**src/logic/sector_guard_cfg.svh**
```systemverilog
// Constants for the sector protection map command logic.
`ifndef SECTOR_GUARD_CFG_SVH
`define SECTOR_GUARD_CFG_SVH

`define CLK_PERIOD_NS 20
`define MAP_ERASE_TIME_NS 1000000
`define MAP_PROGRAM_TIME_NS 500000

`define MAP_BYTES 16
`define MAP_FACTORY_VALUE 8'h00
`define MAP_ERASED_VALUE 8'hff

`define OPC_PREFIX_0 8'h3d
`define OPC_PREFIX_1 8'h2a
`define OPC_PREFIX_2 8'h7f
`define OPC_MAP_ERASE 8'hcf
`define OPC_MAP_PROGRAM 8'hfc
`define OPC_MAP_READ 8'h32
`define OPC_HEADER_BYTES 8'h04

`define S0_LOW_PART_MSB 7
`define S0_LOW_PART_LSB 6
`define S0_HIGH_PART_MSB 5
`define S0_HIGH_PART_LSB 4

`endif

```
**src/logic/sector_guard_pkg.sv**
```systemverilog
// Types shared by the sector protection map command logic.
package sector_guard_pkg;

	typedef enum logic [2:0] {
		ST_IDLE,
		ST_CMD,
		ST_IGNORE,
		ST_ERASE,
		ST_PROG
	} map_state_t;

	typedef enum logic [2:0] {
		KIND_NONE,
		KIND_PREFIX,
		KIND_ERASE,
		KIND_PROG,
		KIND_READ
	} cmd_kind_t;

endpackage

```
**src/logic/sector_protect_map_access.sv**
```systemverilog
// Command logic for the nonvolatile sector protection map.
//
// Overview of operation
// - Sixteen-byte protection map; byte n selects guarding of sector n.
// - Byte FFH marks sector protected, 00H unprotected; FFH is erased value.
// - Sector 0 byte: bits 7,6 pages 0-7, bits 5,4 pages 8-255.
// - Erase command is opcodes 3DH 2AH 7FH CFH after select falls.
// - Select release after erase opcodes starts timed erase, busy throughout.
// - Map erase and program accepted whether protection is on or off.
// - Protection on with map all FFH refuses every main-array change.
// - Program command is 3DH 2AH 7FH FCH followed by map data bytes.
// - Select release after data starts timed program, busy throughout.
// - More than sixteen data bytes wrap the pointer back to location zero.
// - Early select release leaves unsent sectors undefined.
// - Map reprogramming accepted while protection stays enabled.
// - Program command uses data buffer 1 as working storage, overwriting it.
// - Read is 32H plus three dummy bytes, then map bytes out in order.
// - After sixteen bytes out, further clocks give undefined data.
// - Select release ends the read and floats the serial output.
// - Map holds 00H in every byte from the factory.
// - Write guard asserted refuses map changes and guards marked sectors.
`timescale 1ns/1ps
`include "sector_guard_cfg.svh"
module sector_protect_map_access #(
	parameter int ERASE_TIME_NS = `MAP_ERASE_TIME_NS,
	parameter int PROGRAM_TIME_NS = `MAP_PROGRAM_TIME_NS,
	parameter int MAP_BYTES = `MAP_BYTES
) (
	input wire logic clock_in,
	input wire logic reset_in,
	input wire logic select_n_in,
	input wire logic sclk_in,
	input wire logic sdi_in,
	output logic sdo_out,
	output logic sdo_oe_out,
	input wire logic prot_enabled_in,
	input wire logic write_guard_n_in,
	output logic busy_out,
	output logic [MAP_BYTES-1:0] sector_guarded_out,
	output logic sector0_low_part_out,
	output logic sector0_high_part_out,
	output logic main_array_locked_out,
	output logic buf1_wr_en_out,
	output logic [3:0] buf1_wr_addr_out,
	output logic [7:0] buf1_wr_data_out
);

	localparam int ERASE_CYCLES = ERASE_TIME_NS / `CLK_PERIOD_NS;
	localparam int PROGRAM_CYCLES = PROGRAM_TIME_NS / `CLK_PERIOD_NS;

	////////////////////////////////////////////////////////////////////////
	// Serial front end.

	logic sclk_rise;
	logic sclk_fall;
	logic byte_done;
	logic [7:0] rx_byte;
	logic [2:0] bit_count;

	serial_byte_shifter shifter (
		.clock_in(clock_in),
		.reset_in(reset_in),
		.select_n_in(select_n_in),
		.sclk_in(sclk_in),
		.sdi_in(sdi_in),
		.sclk_rise_out(sclk_rise),
		.sclk_fall_out(sclk_fall),
		.byte_done_out(byte_done),
		.byte_out(rx_byte),
		.bit_count_out(bit_count)
	);

	////////////////////////////////////////////////////////////////////////
	// State and storage.

	sector_guard_pkg::map_state_t state_reg;
	sector_guard_pkg::map_state_t state_next;
	sector_guard_pkg::cmd_kind_t kind_reg;
	sector_guard_pkg::cmd_kind_t kind_next;
	logic select_prev_reg;
	logic [7:0] byte_cnt_reg;
	logic [3:0] data_ptr_reg;
	logic [31:0] timer_reg;
	logic sdo_reg;
	logic buf1_wr_en_reg;
	logic [3:0] buf1_wr_addr_reg;
	logic [7:0] buf1_wr_data_reg;
	logic [7:0] map_reg [MAP_BYTES];
	logic [7:0] buf1_reg [MAP_BYTES];
	logic [MAP_BYTES-1:0] byte_erased;
	logic byte_ok;

	////////////////////////////////////////////////////////////////////////
	// Decode.

	wire in_cmd = (state_reg == sector_guard_pkg::ST_CMD);
	wire sel_fall = select_prev_reg && !select_n_in;
	wire sel_release = in_cmd && select_n_in;
	wire on_boundary = (bit_count == 3'h0);
	wire header_done = (byte_cnt_reg >= `OPC_HEADER_BYTES);
	wire is_read = (kind_reg == sector_guard_pkg::KIND_READ);
	wire is_prog = (kind_reg == sector_guard_pkg::KIND_PROG);
	wire data_byte = in_cmd && byte_done && is_prog && header_done;
	wire [7:0] read_idx = byte_cnt_reg - `OPC_HEADER_BYTES;
	wire read_in_range = (read_idx < 8'(MAP_BYTES));
	wire [7:0] read_byte = map_reg[read_idx[3:0]];
	wire [2:0] out_bit = 3'h7 - bit_count;
	wire erase_ok = (kind_reg == sector_guard_pkg::KIND_ERASE) &&
		(byte_cnt_reg == `OPC_HEADER_BYTES) && write_guard_n_in;
	wire prog_ok = is_prog && write_guard_n_in;
	// only whole bytes start a cycle
	wire start_erase = sel_release && on_boundary && erase_ok;
	wire start_prog = sel_release && on_boundary && prog_ok;
	wire timer_zero = (timer_reg == 32'h0);
	wire erase_done = (state_reg == sector_guard_pkg::ST_ERASE) && timer_zero;
	wire prog_done = (state_reg == sector_guard_pkg::ST_PROG) && timer_zero;
	wire prot_on = prot_enabled_in || !write_guard_n_in;

	assign busy_out = (state_reg == sector_guard_pkg::ST_ERASE) ||
		(state_reg == sector_guard_pkg::ST_PROG);
	assign sdo_oe_out = in_cmd && is_read && header_done && !select_n_in;
	assign sdo_out = sdo_reg;
	assign buf1_wr_en_out = buf1_wr_en_reg;
	assign buf1_wr_addr_out = buf1_wr_addr_reg;
	assign buf1_wr_data_out = buf1_wr_data_reg;
	// sector 0 split into two parts
	assign sector0_low_part_out = prot_on &&
		(&map_reg[0][`S0_LOW_PART_MSB:`S0_LOW_PART_LSB]);
	assign sector0_high_part_out = prot_on &&
		(&map_reg[0][`S0_HIGH_PART_MSB:`S0_HIGH_PART_LSB]);
	assign main_array_locked_out = prot_on && (&byte_erased);

	always_comb begin
		kind_next = kind_reg;
		byte_ok = 1'b1;
		case (byte_cnt_reg)
			8'h00: begin
				if (rx_byte == `OPC_PREFIX_0) begin
					kind_next = sector_guard_pkg::KIND_PREFIX;
				end else if (rx_byte == `OPC_MAP_READ) begin
					kind_next = sector_guard_pkg::KIND_READ;
				end else begin
					byte_ok = 1'b0;
				end
			end
			8'h01: begin
				byte_ok = is_read || (rx_byte == `OPC_PREFIX_1);
			end
			8'h02: begin
				byte_ok = is_read || (rx_byte == `OPC_PREFIX_2);
			end
			8'h03: begin
				if (is_read) begin
					byte_ok = 1'b1;
				end else if (rx_byte == `OPC_MAP_ERASE) begin
					kind_next = sector_guard_pkg::KIND_ERASE;
				end else if (rx_byte == `OPC_MAP_PROGRAM) begin
					kind_next = sector_guard_pkg::KIND_PROG;
				end else begin
					byte_ok = 1'b0;
				end
			end
			default: begin
				byte_ok = is_read || is_prog;
			end
		endcase
	end

	always_comb begin
		state_next = state_reg;
		case (state_reg)
			sector_guard_pkg::ST_IDLE: begin
				if (sel_fall) begin
					state_next = sector_guard_pkg::ST_CMD;
				end
			end
			sector_guard_pkg::ST_CMD: begin
				if (start_erase) begin
					state_next = sector_guard_pkg::ST_ERASE;
				end else if (start_prog) begin
					state_next = sector_guard_pkg::ST_PROG;
				end else if (select_n_in) begin
					state_next = sector_guard_pkg::ST_IDLE;
				end else if (byte_done && !byte_ok) begin
					state_next = sector_guard_pkg::ST_IGNORE;
				end
			end
			sector_guard_pkg::ST_IGNORE: begin
				if (select_n_in) begin
					state_next = sector_guard_pkg::ST_IDLE;
				end
			end
			sector_guard_pkg::ST_ERASE,
			sector_guard_pkg::ST_PROG: begin
				if (timer_zero) begin
					state_next = sector_guard_pkg::ST_IDLE;
				end
			end
			default: begin
				state_next = sector_guard_pkg::ST_IDLE;
			end
		endcase
	end

	////////////////////////////////////////////////////////////////////////
	// Sequencing.

	always_ff @(posedge clock_in) begin
		if (reset_in) begin
			state_reg <= sector_guard_pkg::ST_IDLE;
			select_prev_reg <= 1'b1;
		end else begin
			state_reg <= state_next;
			select_prev_reg <= select_n_in;
		end
	end

	always_ff @(posedge clock_in) begin
		if (reset_in || sel_fall) begin
			kind_reg <= sector_guard_pkg::KIND_NONE;
			byte_cnt_reg <= 8'h00;
		end else if (in_cmd && byte_done) begin
			kind_reg <= kind_next;
			if (byte_cnt_reg != 8'hff) begin
				byte_cnt_reg <= byte_cnt_reg + 8'h01;
			end
		end
	end

	always_ff @(posedge clock_in) begin
		if (reset_in || sel_fall) begin
			data_ptr_reg <= 4'h0;
		end else if (data_byte) begin
			data_ptr_reg <= data_ptr_reg + 4'h1;
		end
	end

	// data bytes go to buffer 1
	always_ff @(posedge clock_in) begin
		if (reset_in) begin
			buf1_wr_en_reg <= 1'b0;
			buf1_wr_addr_reg <= 4'h0;
			buf1_wr_data_reg <= 8'h00;
		end else begin
			buf1_wr_en_reg <= data_byte;
			if (data_byte) begin
				buf1_wr_addr_reg <= data_ptr_reg;
				buf1_wr_data_reg <= rx_byte;
			end
		end
	end

	always_ff @(posedge clock_in) begin
		if (reset_in) begin
			timer_reg <= 32'h0;
		end else if (start_erase) begin
			timer_reg <= 32'(ERASE_CYCLES - 1);
		end else if (start_prog) begin
			timer_reg <= 32'(PROGRAM_CYCLES - 1);
		end else if (!timer_zero) begin
			timer_reg <= timer_reg - 32'h1;
		end
	end

	// map bytes shifted out in order
	// beyond sixteen bytes zeros shift out
	always_ff @(posedge clock_in) begin
		if (reset_in) begin
			sdo_reg <= 1'b0;
		end else if (sclk_fall && in_cmd && is_read && header_done) begin
			sdo_reg <= read_in_range && read_byte[out_bit];
		end
	end

	////////////////////////////////////////////////////////////////////////
	// Map entries, one per sector.

	genvar i;
	generate
		for (i = 0; i < MAP_BYTES; i++) begin : g_entry
			assign byte_erased[i] = (map_reg[i] == `MAP_ERASED_VALUE);
			if (i == 0) begin : g_s0
				assign sector_guarded_out[i] =
					sector0_low_part_out && sector0_high_part_out;
			end else begin : g_sn
				assign sector_guarded_out[i] = prot_on && byte_erased[i];
			end
			always_ff @(posedge clock_in) begin
				if (data_byte && (data_ptr_reg == 4'(i))) begin
					buf1_reg[i] <= rx_byte;
				end
			end
			always_ff @(posedge clock_in) begin
				if (reset_in) begin
					map_reg[i] <= `MAP_FACTORY_VALUE;
				end else if (erase_done) begin
					map_reg[i] <= `MAP_ERASED_VALUE;
				end else if (prog_done) begin
					map_reg[i] <= map_reg[i] & buf1_reg[i];
				end
			end
		end
	endgenerate

	////////////////////////////////////////////////////////////////////////
	// Checks.

	AST_ERASE_START: assert property (
		@(posedge clock_in) disable iff (reset_in)
		start_erase |=> busy_out [*8])
		else $error("Erase did not hold busy after select release.");

	AST_PROG_START: assert property (
		@(posedge clock_in) disable iff (reset_in)
		start_prog |=> busy_out && $stable(map_reg[0]))
		else $error("Program did not raise busy.");

	AST_ERASE_FILL: assert property (
		@(posedge clock_in) disable iff (reset_in)
		erase_done |=> (&byte_erased) && !busy_out)
		else $error("Erase did not leave every byte erased.");

	AST_LOCK_AFTER_ERASE: assert property (
		@(posedge clock_in) disable iff (reset_in)
		erase_done && prot_enabled_in |=> main_array_locked_out)
		else $error("Array not locked with map erased.");

	AST_GUARD_BLOCKS: assert property (
		@(posedge clock_in) disable iff (reset_in)
		sel_release && !write_guard_n_in |=> !busy_out)
		else $error("Map changed while write guard asserted.");

	AST_OFF_BOUNDARY: assert property (
		@(posedge clock_in) disable iff (reset_in)
		sel_release && !on_boundary |=> !busy_out)
		else $error("Command started off a byte boundary.");

	AST_FLOAT_ON_RELEASE: assert property (
		@(posedge clock_in) disable iff (reset_in)
		select_n_in |-> !sdo_oe_out)
		else $error("Serial output driven with select released.");

	AST_BUF1_WRITE: assert property (
		@(posedge clock_in) disable iff (reset_in)
		data_byte |=> buf1_wr_en_out &&
			buf1_wr_addr_out == $past(data_ptr_reg))
		else $error("Data byte not written to buffer 1.");

	AST_WRAP: assert property (
		@(posedge clock_in) disable iff (reset_in)
		data_byte && data_ptr_reg == 4'hf |=> data_ptr_reg == 4'h0)
		else $error("Data pointer did not wrap to zero.");

	AST_FACTORY: assert property (
		@(posedge clock_in)
		reset_in |=> map_reg[0] == `MAP_FACTORY_VALUE && !busy_out)
		else $error("Map not at factory value after reset.");

endmodule

```
**src/logic/serial_byte_shifter.sv**
```systemverilog
// Serial input shifter: edge detect, bit count and byte assembly.
`timescale 1ns/1ps
module serial_byte_shifter (
	input wire logic clock_in,
	input wire logic reset_in,
	input wire logic select_n_in,
	input wire logic sclk_in,
	input wire logic sdi_in,
	output logic sclk_rise_out,
	output logic sclk_fall_out,
	output logic byte_done_out,
	output logic [7:0] byte_out,
	output logic [2:0] bit_count_out
);

	logic sclk_prev_reg;
	logic [6:0] shift_reg;
	logic [2:0] bit_count_reg;
	logic byte_done_reg;
	logic [7:0] byte_reg;
	wire last_bit = sclk_rise_out && (bit_count_reg == 3'h7);

	assign sclk_rise_out = !select_n_in && sclk_in && !sclk_prev_reg;
	assign sclk_fall_out = !select_n_in && !sclk_in && sclk_prev_reg;
	assign byte_done_out = byte_done_reg;
	assign byte_out = byte_reg;
	assign bit_count_out = bit_count_reg;

	always_ff @(posedge clock_in) begin
		if (reset_in) begin
			sclk_prev_reg <= 1'b0;
			shift_reg <= 7'h00;
			bit_count_reg <= 3'h0;
			byte_done_reg <= 1'b0;
			byte_reg <= 8'h00;
		end else begin
			sclk_prev_reg <= sclk_in;
			byte_done_reg <= last_bit;
			if (select_n_in) begin
				bit_count_reg <= 3'h0;
			end else if (sclk_rise_out) begin
				shift_reg <= {shift_reg[5:0], sdi_in};
				bit_count_reg <= bit_count_reg + 3'h1;
			end
			if (last_bit) begin
				byte_reg <= {shift_reg, sdi_in};
			end
		end
	end

endmodule

```
**config.mk**
```make
export PLATFORM = sky130hd
export DESIGN_NAME = sector_protect_map_access
export DESIGN_NICKNAME = d
export VERILOG_FILES = /design/src/logic/sector_guard_pkg.sv /design/src/logic/sector_protect_map_access.sv /design/src/logic/serial_byte_shifter.sv
export VERILOG_INCLUDE_DIRS = /design/src /design/src/logic
export SDC_FILE = /design/constraint.sdc
export NUM_CORES = 1
export LEC_CHECK = 0
export BUFFER_PORTS_ARGS = -buffer_cell sky130_fd_sc_hd__buf_2
export CAP_MARGIN = 25
export CELL_PAD_IN_SITES_DETAIL_PLACEMENT = 2
export CELL_PAD_IN_SITES_GLOBAL_PLACEMENT = 2
export CORE_MARGIN = 2
export CORE_UTILIZATION = 43
export DETAILED_ROUTE_END_ITERATION = 8
export GPL_ROUTABILITY_DRIVEN = 1
export HOLD_SLACK_MARGIN = 0.15
export MAX_ROUTING_LAYER = met4
export PLACE_DENSITY = 0.89
export SLEW_MARGIN = 20
export SYNTH_ARGS = -nofsm -noshare
export SYNTH_HDL_FRONTEND = slang
export SYNTH_SLANG_ARGS = --single-unit
```
**constraint.sdc**
```tcl
create_clock -name clock_in -period 5.28 [get_ports clock_in]
set_clock_uncertainty 0.1 [all_clocks]
set_input_delay 0.528 -clock clock_in [delete_from_list [all_inputs] [get_ports clock_in]]
set_output_delay 0.528 -clock clock_in [all_outputs]
set_load 0.02 [all_outputs]
```
Word level (Yosys, flattened, before mapping)
Memories as Yosys holds them, arrays and structs flattened.
Cells that the tools add are included.

storage, ports and cells
  memories kept = 2
  register bits = 85
  memory bits (writable) = 256
  word-level logic and storage cells = 383
  bits of input ports = 7

operators by class
  muxes and demuxes = 143
  bitwise gates (word level) = 49
  reductions and logical operators = 104
  eq/ne operators = 59
  $add $sub $neg = 6
  order comparisons = 3

memories
  memory    words  width  rd ports  clocked after Yosys merged registers in  wr ports  RTL line                         RTL
  buf1_reg  16     8      16        0                                        1         sector_protect_map_access.sv:89  logic [7:0] buf1_reg [MAP_BYTES];
  map_reg   16     8      17        0                                        16        sector_protect_map_access.sv:88  logic [7:0] map_reg [MAP_BYTES];

operator list
  kind                                                                   count
  8-bit two-way mux                                                      47
  8-bit equality test, second input constant                             18
  8-bit AND                                                              16
  8-bit OR reduction                                                     15
  1-bit two-way mux                                                      62
  1-bit logical AND                                                      61
  4-bit two-way mux                                                      15
  16-bit two-way mux                                                     3
  3-bit two-way mux                                                      12
  4-bit equality test, second input constant                             8
  32-bit zero test                                                       1
  1-bit OR                                                               32
  32-bit by 1-bit subtractor with 32-bit output, second input constant   1
  8-bit by 6-bit equality test with 1-bit output, second input constant  3
  4-bit by 3-bit equality test with 1-bit output, second input constant  4
  8-bit by 2-bit equality test with 1-bit output, second input constant  2
  16-bit AND reduction                                                   1
  3-bit by 2-bit equality test with 1-bit output, second input constant  4
  3-bit case mux with 4 select lines                                     1
  2-bit != test, second input constant                                   5
  3-bit equality test, second input constant                             3
  3-bit != test, second input constant                                   3
  8-bit by 1-bit adder with 8-bit output, second input constant          1
  4-bit by 2-bit equality test with 1-bit output, second input constant  2
  29 further kinds                                                       44

Longest topological paths before layout
  depth after elaboration = 23
  depth in mapped cells = 12
  mapped depth without buffers = 9

Modules after synthesis
From an unflattened synthesis, not the netlist that was laid out.

second synthesis, totals
  cell total of the unflattened synthesis = 1119
  area, all modules = 14844.2 µm²

by module, submodules not included
  module                     area each (µm²)  times used  cells each
  sector_protect_map_access  14057.2          1           1033
  serial_byte_shifter        787.0            1           86

Worst setup path after synthesis
Ideal clock, no wire load.

  path type = register to register
  start = register timer_reg[15]
  end = memory map_reg[0][0], enable pin
  cell stages (with the launch flop) = 7
  library setup time = 428 ps
  data required time = 4752 ps
  arrival time = 3504 ps
  buffers on the path = 1
  setup slack = 1248 ps
  clock period less this slack = 4032 ps
  cells stage by stage = dfxtp_1 or4_4 or4_4 or3_4 buf_6 a21oi_1 or2_2

RTL lines
  element                   RTL line                          RTL
  start: declaration        sector_protect_map_access.sv:83   logic [31:0] timer_reg;
  start signal: assignment  sector_protect_map_access.sv:257  timer_reg <= 32'(ERASE_CYCLES - 1);
  start signal: assignment  sector_protect_map_access.sv:259  timer_reg <= 32'(PROGRAM_CYCLES - 1);
  start signal: assignment  sector_protect_map_access.sv:261  timer_reg <= timer_reg - 32'h1;
  end: declaration          sector_protect_map_access.sv:88

==> implementation parameters <==
Parameter                              Value

Power
  Power density relative to cell area    415 nW/um^2
  Maximum ir drop on the vdd rail    0.324 mV
  Reported leakage power    5.56 nW

Setup path
  Reg2Reg Setup Slack    1.42 ns
  Critical Path Start Type    register
  CP endpoint kind    register
  Terminus of the critical flop-to-flop path    map_reg[0][6]
  CP Class    register to register
  Count of cells along the worst register-to-register path    6
  Worst Path Arrival    3.94 ns
  Largest fanout of any net on the critical path    48
  Worst path required time    5.36 ns
  Worst R2R Start    timer_reg[14]

Logic synthesis
  Net count of the mapped netlist    1,232
  Warning count from the yosys run    0
  Cell area after technology mapping    14,500 sq um
  Count of unique library cells instantiated by Yosys    59
  Synth top area share    53.0%
  Top cell type by total area after synthesis    edfxtp_1
  Avg Cell Area, Syn    12.0 sq um
  Main synth FF type    edfxtp_1
  Post-synth ARST share    0%
  Number of enable flip-flop cells after synthesis    256
  Leading post-synthesis cells by cell area    edfxtp_1 (53%), dfxtp_1 (12%), nand2_1 (5.3%), mux4_2 (5.1%), o21ai_0 (4.7%)
  Fraction of the yosys area taken by sequential cells    64.7%
  Number of storage elements in the synthesis netlist    341
  Number of instances in the synthesized netlist    1,208

STA
  Pins Over Slew Limit    0
  Shortest clock period the worst path allows after layout    3.86 ns
  RSZ-0062 raised after global routing    no
  Achievable clock frequency    259 MHz
  Final setup violation count    0
  Transition time of the tightest slew-check pin    1.05 ns
  Summed negative setup slack over all endpoints    0 ns
  Period utilization    73.1%
  Number of hold-slack violations in the final timing report    0
  Worst slew margin relative to its limit    29.6%
  Worst hold margin    0.182 ns

Finish
  Filler Cell Count    3,381
  Area Growth Syn to Fin    13.1%
  Nets@finish    1,281
  Layout cell share with drive strength beyond 1    12.6%
  Final core area utilization    49.2%
  Ant diodes    0

Hold path
  Hold Path Origin    sdi_in
  Class of the tightest hold or removal check    input port to register
  Hold path cells    3
  Hold Path End    shifter.shift_reg[0]

Clocking
  Number of setup buffers added after CTS    0
  Number of buffers inserted for hold repair after clock tree synthesis    1
  Maximum clock insertion buffer count    3
  Clock tree sinks    341
  Clock transition at the register clock pins on the worst setup and hold paths after CTS    0.06 ns
  Number of levels the H-tree was split into    2
  Clock latency on the worst-skew pair    0.53 ns
  Post-CTS sizing    0
  Clock buffer count from CTS    38
  Clock tree from TritonCTS    done
  Root Buffer    clkbuf_16

Drt
  Via density per instance    6.14
  Starting DRT DRC Count    1,066
  Number of design rule violations left after detail routing    0
  Vias after detailed routing    10,600
  Post-route ant nets    0
  Sum of routed wire length over all layers    50.6 mm
  Total iterations of the first detailed-routing run    5
  Average routed wire per standard cell    29.2 um

Job
  Max-capacitance violation count    0

Global routing
  Number of global-route vias before repair    11,600
  Largest net degree at the start of global routing    121
  Number of antenna violations at the first check in global routing    1
  Global-route wire length before repair    76.1 mm
  Total congestion overflow    0
  Overall track demand over capacity in global routing    29.8%

Placement
  Buffers added on ports    41
  Final HPWL from detailed placement    32.5 mm
  Last weighted congestion value of the routability-driven placer    0.882

Die
  Overall die area    35,200 sq um
  Horizontal die dimension    188 um
  Starting density of the core    43.5%
  Vert. Die Dim    188 um
  Floorplan Core Area    33,400 sq um
  Number of placement rows    67
  I/O pin cnt    42

Outcome
  Result of the run    completed
## area by class of cell
class	instances	area (sq um)	area share, %
inverter	19	71.3	0.435
timing repair buffer	65	428	2.61
clock inverter	12	60.1	0.366
tap	448	561	3.42
clock buffer	54	1040	6.35
sequential	341	9390	57.2
multi-input combinational	792	4860	29.6
## worst max path at each step
| stage | slack (ns) | end | start | cells past startpoint |
|---|---|---|---|---|
| 6_report | 1.42 | map_reg[0][6] | timer_reg[14] | 6 |
| 5_1_grt | 1.20 | sdo_out | byte_cnt_reg[2] | 9 |
| 4_1_cts | 1.35 | sdo_out | byte_cnt_reg[2] | 9 |
| 3_5_place_dp | 1.52 | map_reg[5][1] | timer_reg[8] | 7 |
| 3_3_place_gp | 1.67 | map_reg[2][2] | timer_reg[18] | 6 |
| 2_1_floorplan | 1.25 | map_reg[0][0] | timer_reg[15] | 6 |
## cells in the mapped netlist (17+ instances only)
library cell  number
xnor2_1           25
dfxtp_1           85
inv_1             18
a21oi_1           53
nand2_1          204
edfxtp_1         256
clkbuf_1          42
nor4_1            18
ha_1              17
nand4_1           40
o21ai_0          137
mux4_2            33
nor2_1            98
nor3_1            30
## kinds of logic (layout without fill, tap and decap cells)
group	Yosys count	count (layout)	share of synthesized area, %
buffers and inverters	75	150	2.05
AO/OA/AOI/OAI	216	216	8.01
AND/OR/NAND/NOR	471	471	15.2
flip-flops	341	341	64.7
XOR/XNOR	40	40	2.41
adder cells (fa/ha/maj)	17	17	1.47
multiplexers	48	48	6.16
## per-stage QoR
stage / setup WS, ns / instance area (sq um) / total power [mW] / cells
after floorplan: 1.25 / 14500 / 4.02 / 1208
after global placement: 1.67 / 15200 / 4.22 / 1660
after detailed placement: 1.52 / 15200 / 4.32 / 1661
after CTS: 1.35 / 16400 / 6.83 / 1728
after global routing: 1.20 / 16400 / 7.07 / 1731
final: 1.42 / 16400 / 6.81 / 1731
## layer usage
metal	GRT usage [%]	wire [um]	share of wire, %	vias up
met2	49.3	25300	50	460
met5	-	0	0	-
li1	-	-	-	4532
met1	36.7	19900	39	5505
met4	12.1	2090	4.1	0
met3	4.74	3330	6.6	127
## cells in the final DEF (no fill, tap or decap), drive strengths merged, types with 30 or more instances in the layout
| cell type | count |
|---|---|
| nand4 | 40 |
| clkbuf | 54 |
| o21ai | 137 |
| a21oi | 53 |
| dfxtp | 85 |
| nand2 | 204 |
| buf | 64 |
| nor3 | 30 |
| nor2 | 98 |
| mux4 | 33 |
| edfxtp | 256 |
## power by group
part | internal [mW] | switching (mW) | total, mW | leakage (nW)
clock network | 1.37 | 1.07 | 2.45 | 0.535
logic | 0.435 | 0.691 | 1.13 | 1.92
registers | 3.03 | 0.204 | 3.24 | 3.11
## worst max-delay path: stages (launching register included)
cell and delay (ns):
dfxtp_1 0.38, or4_4 0.58, or4_4 0.53, or3_4 0.44
a21oi_1 0.25, or2_4 0.68, buf_4 0.51
Note: power is estimated with default switching activity, not from simulation.
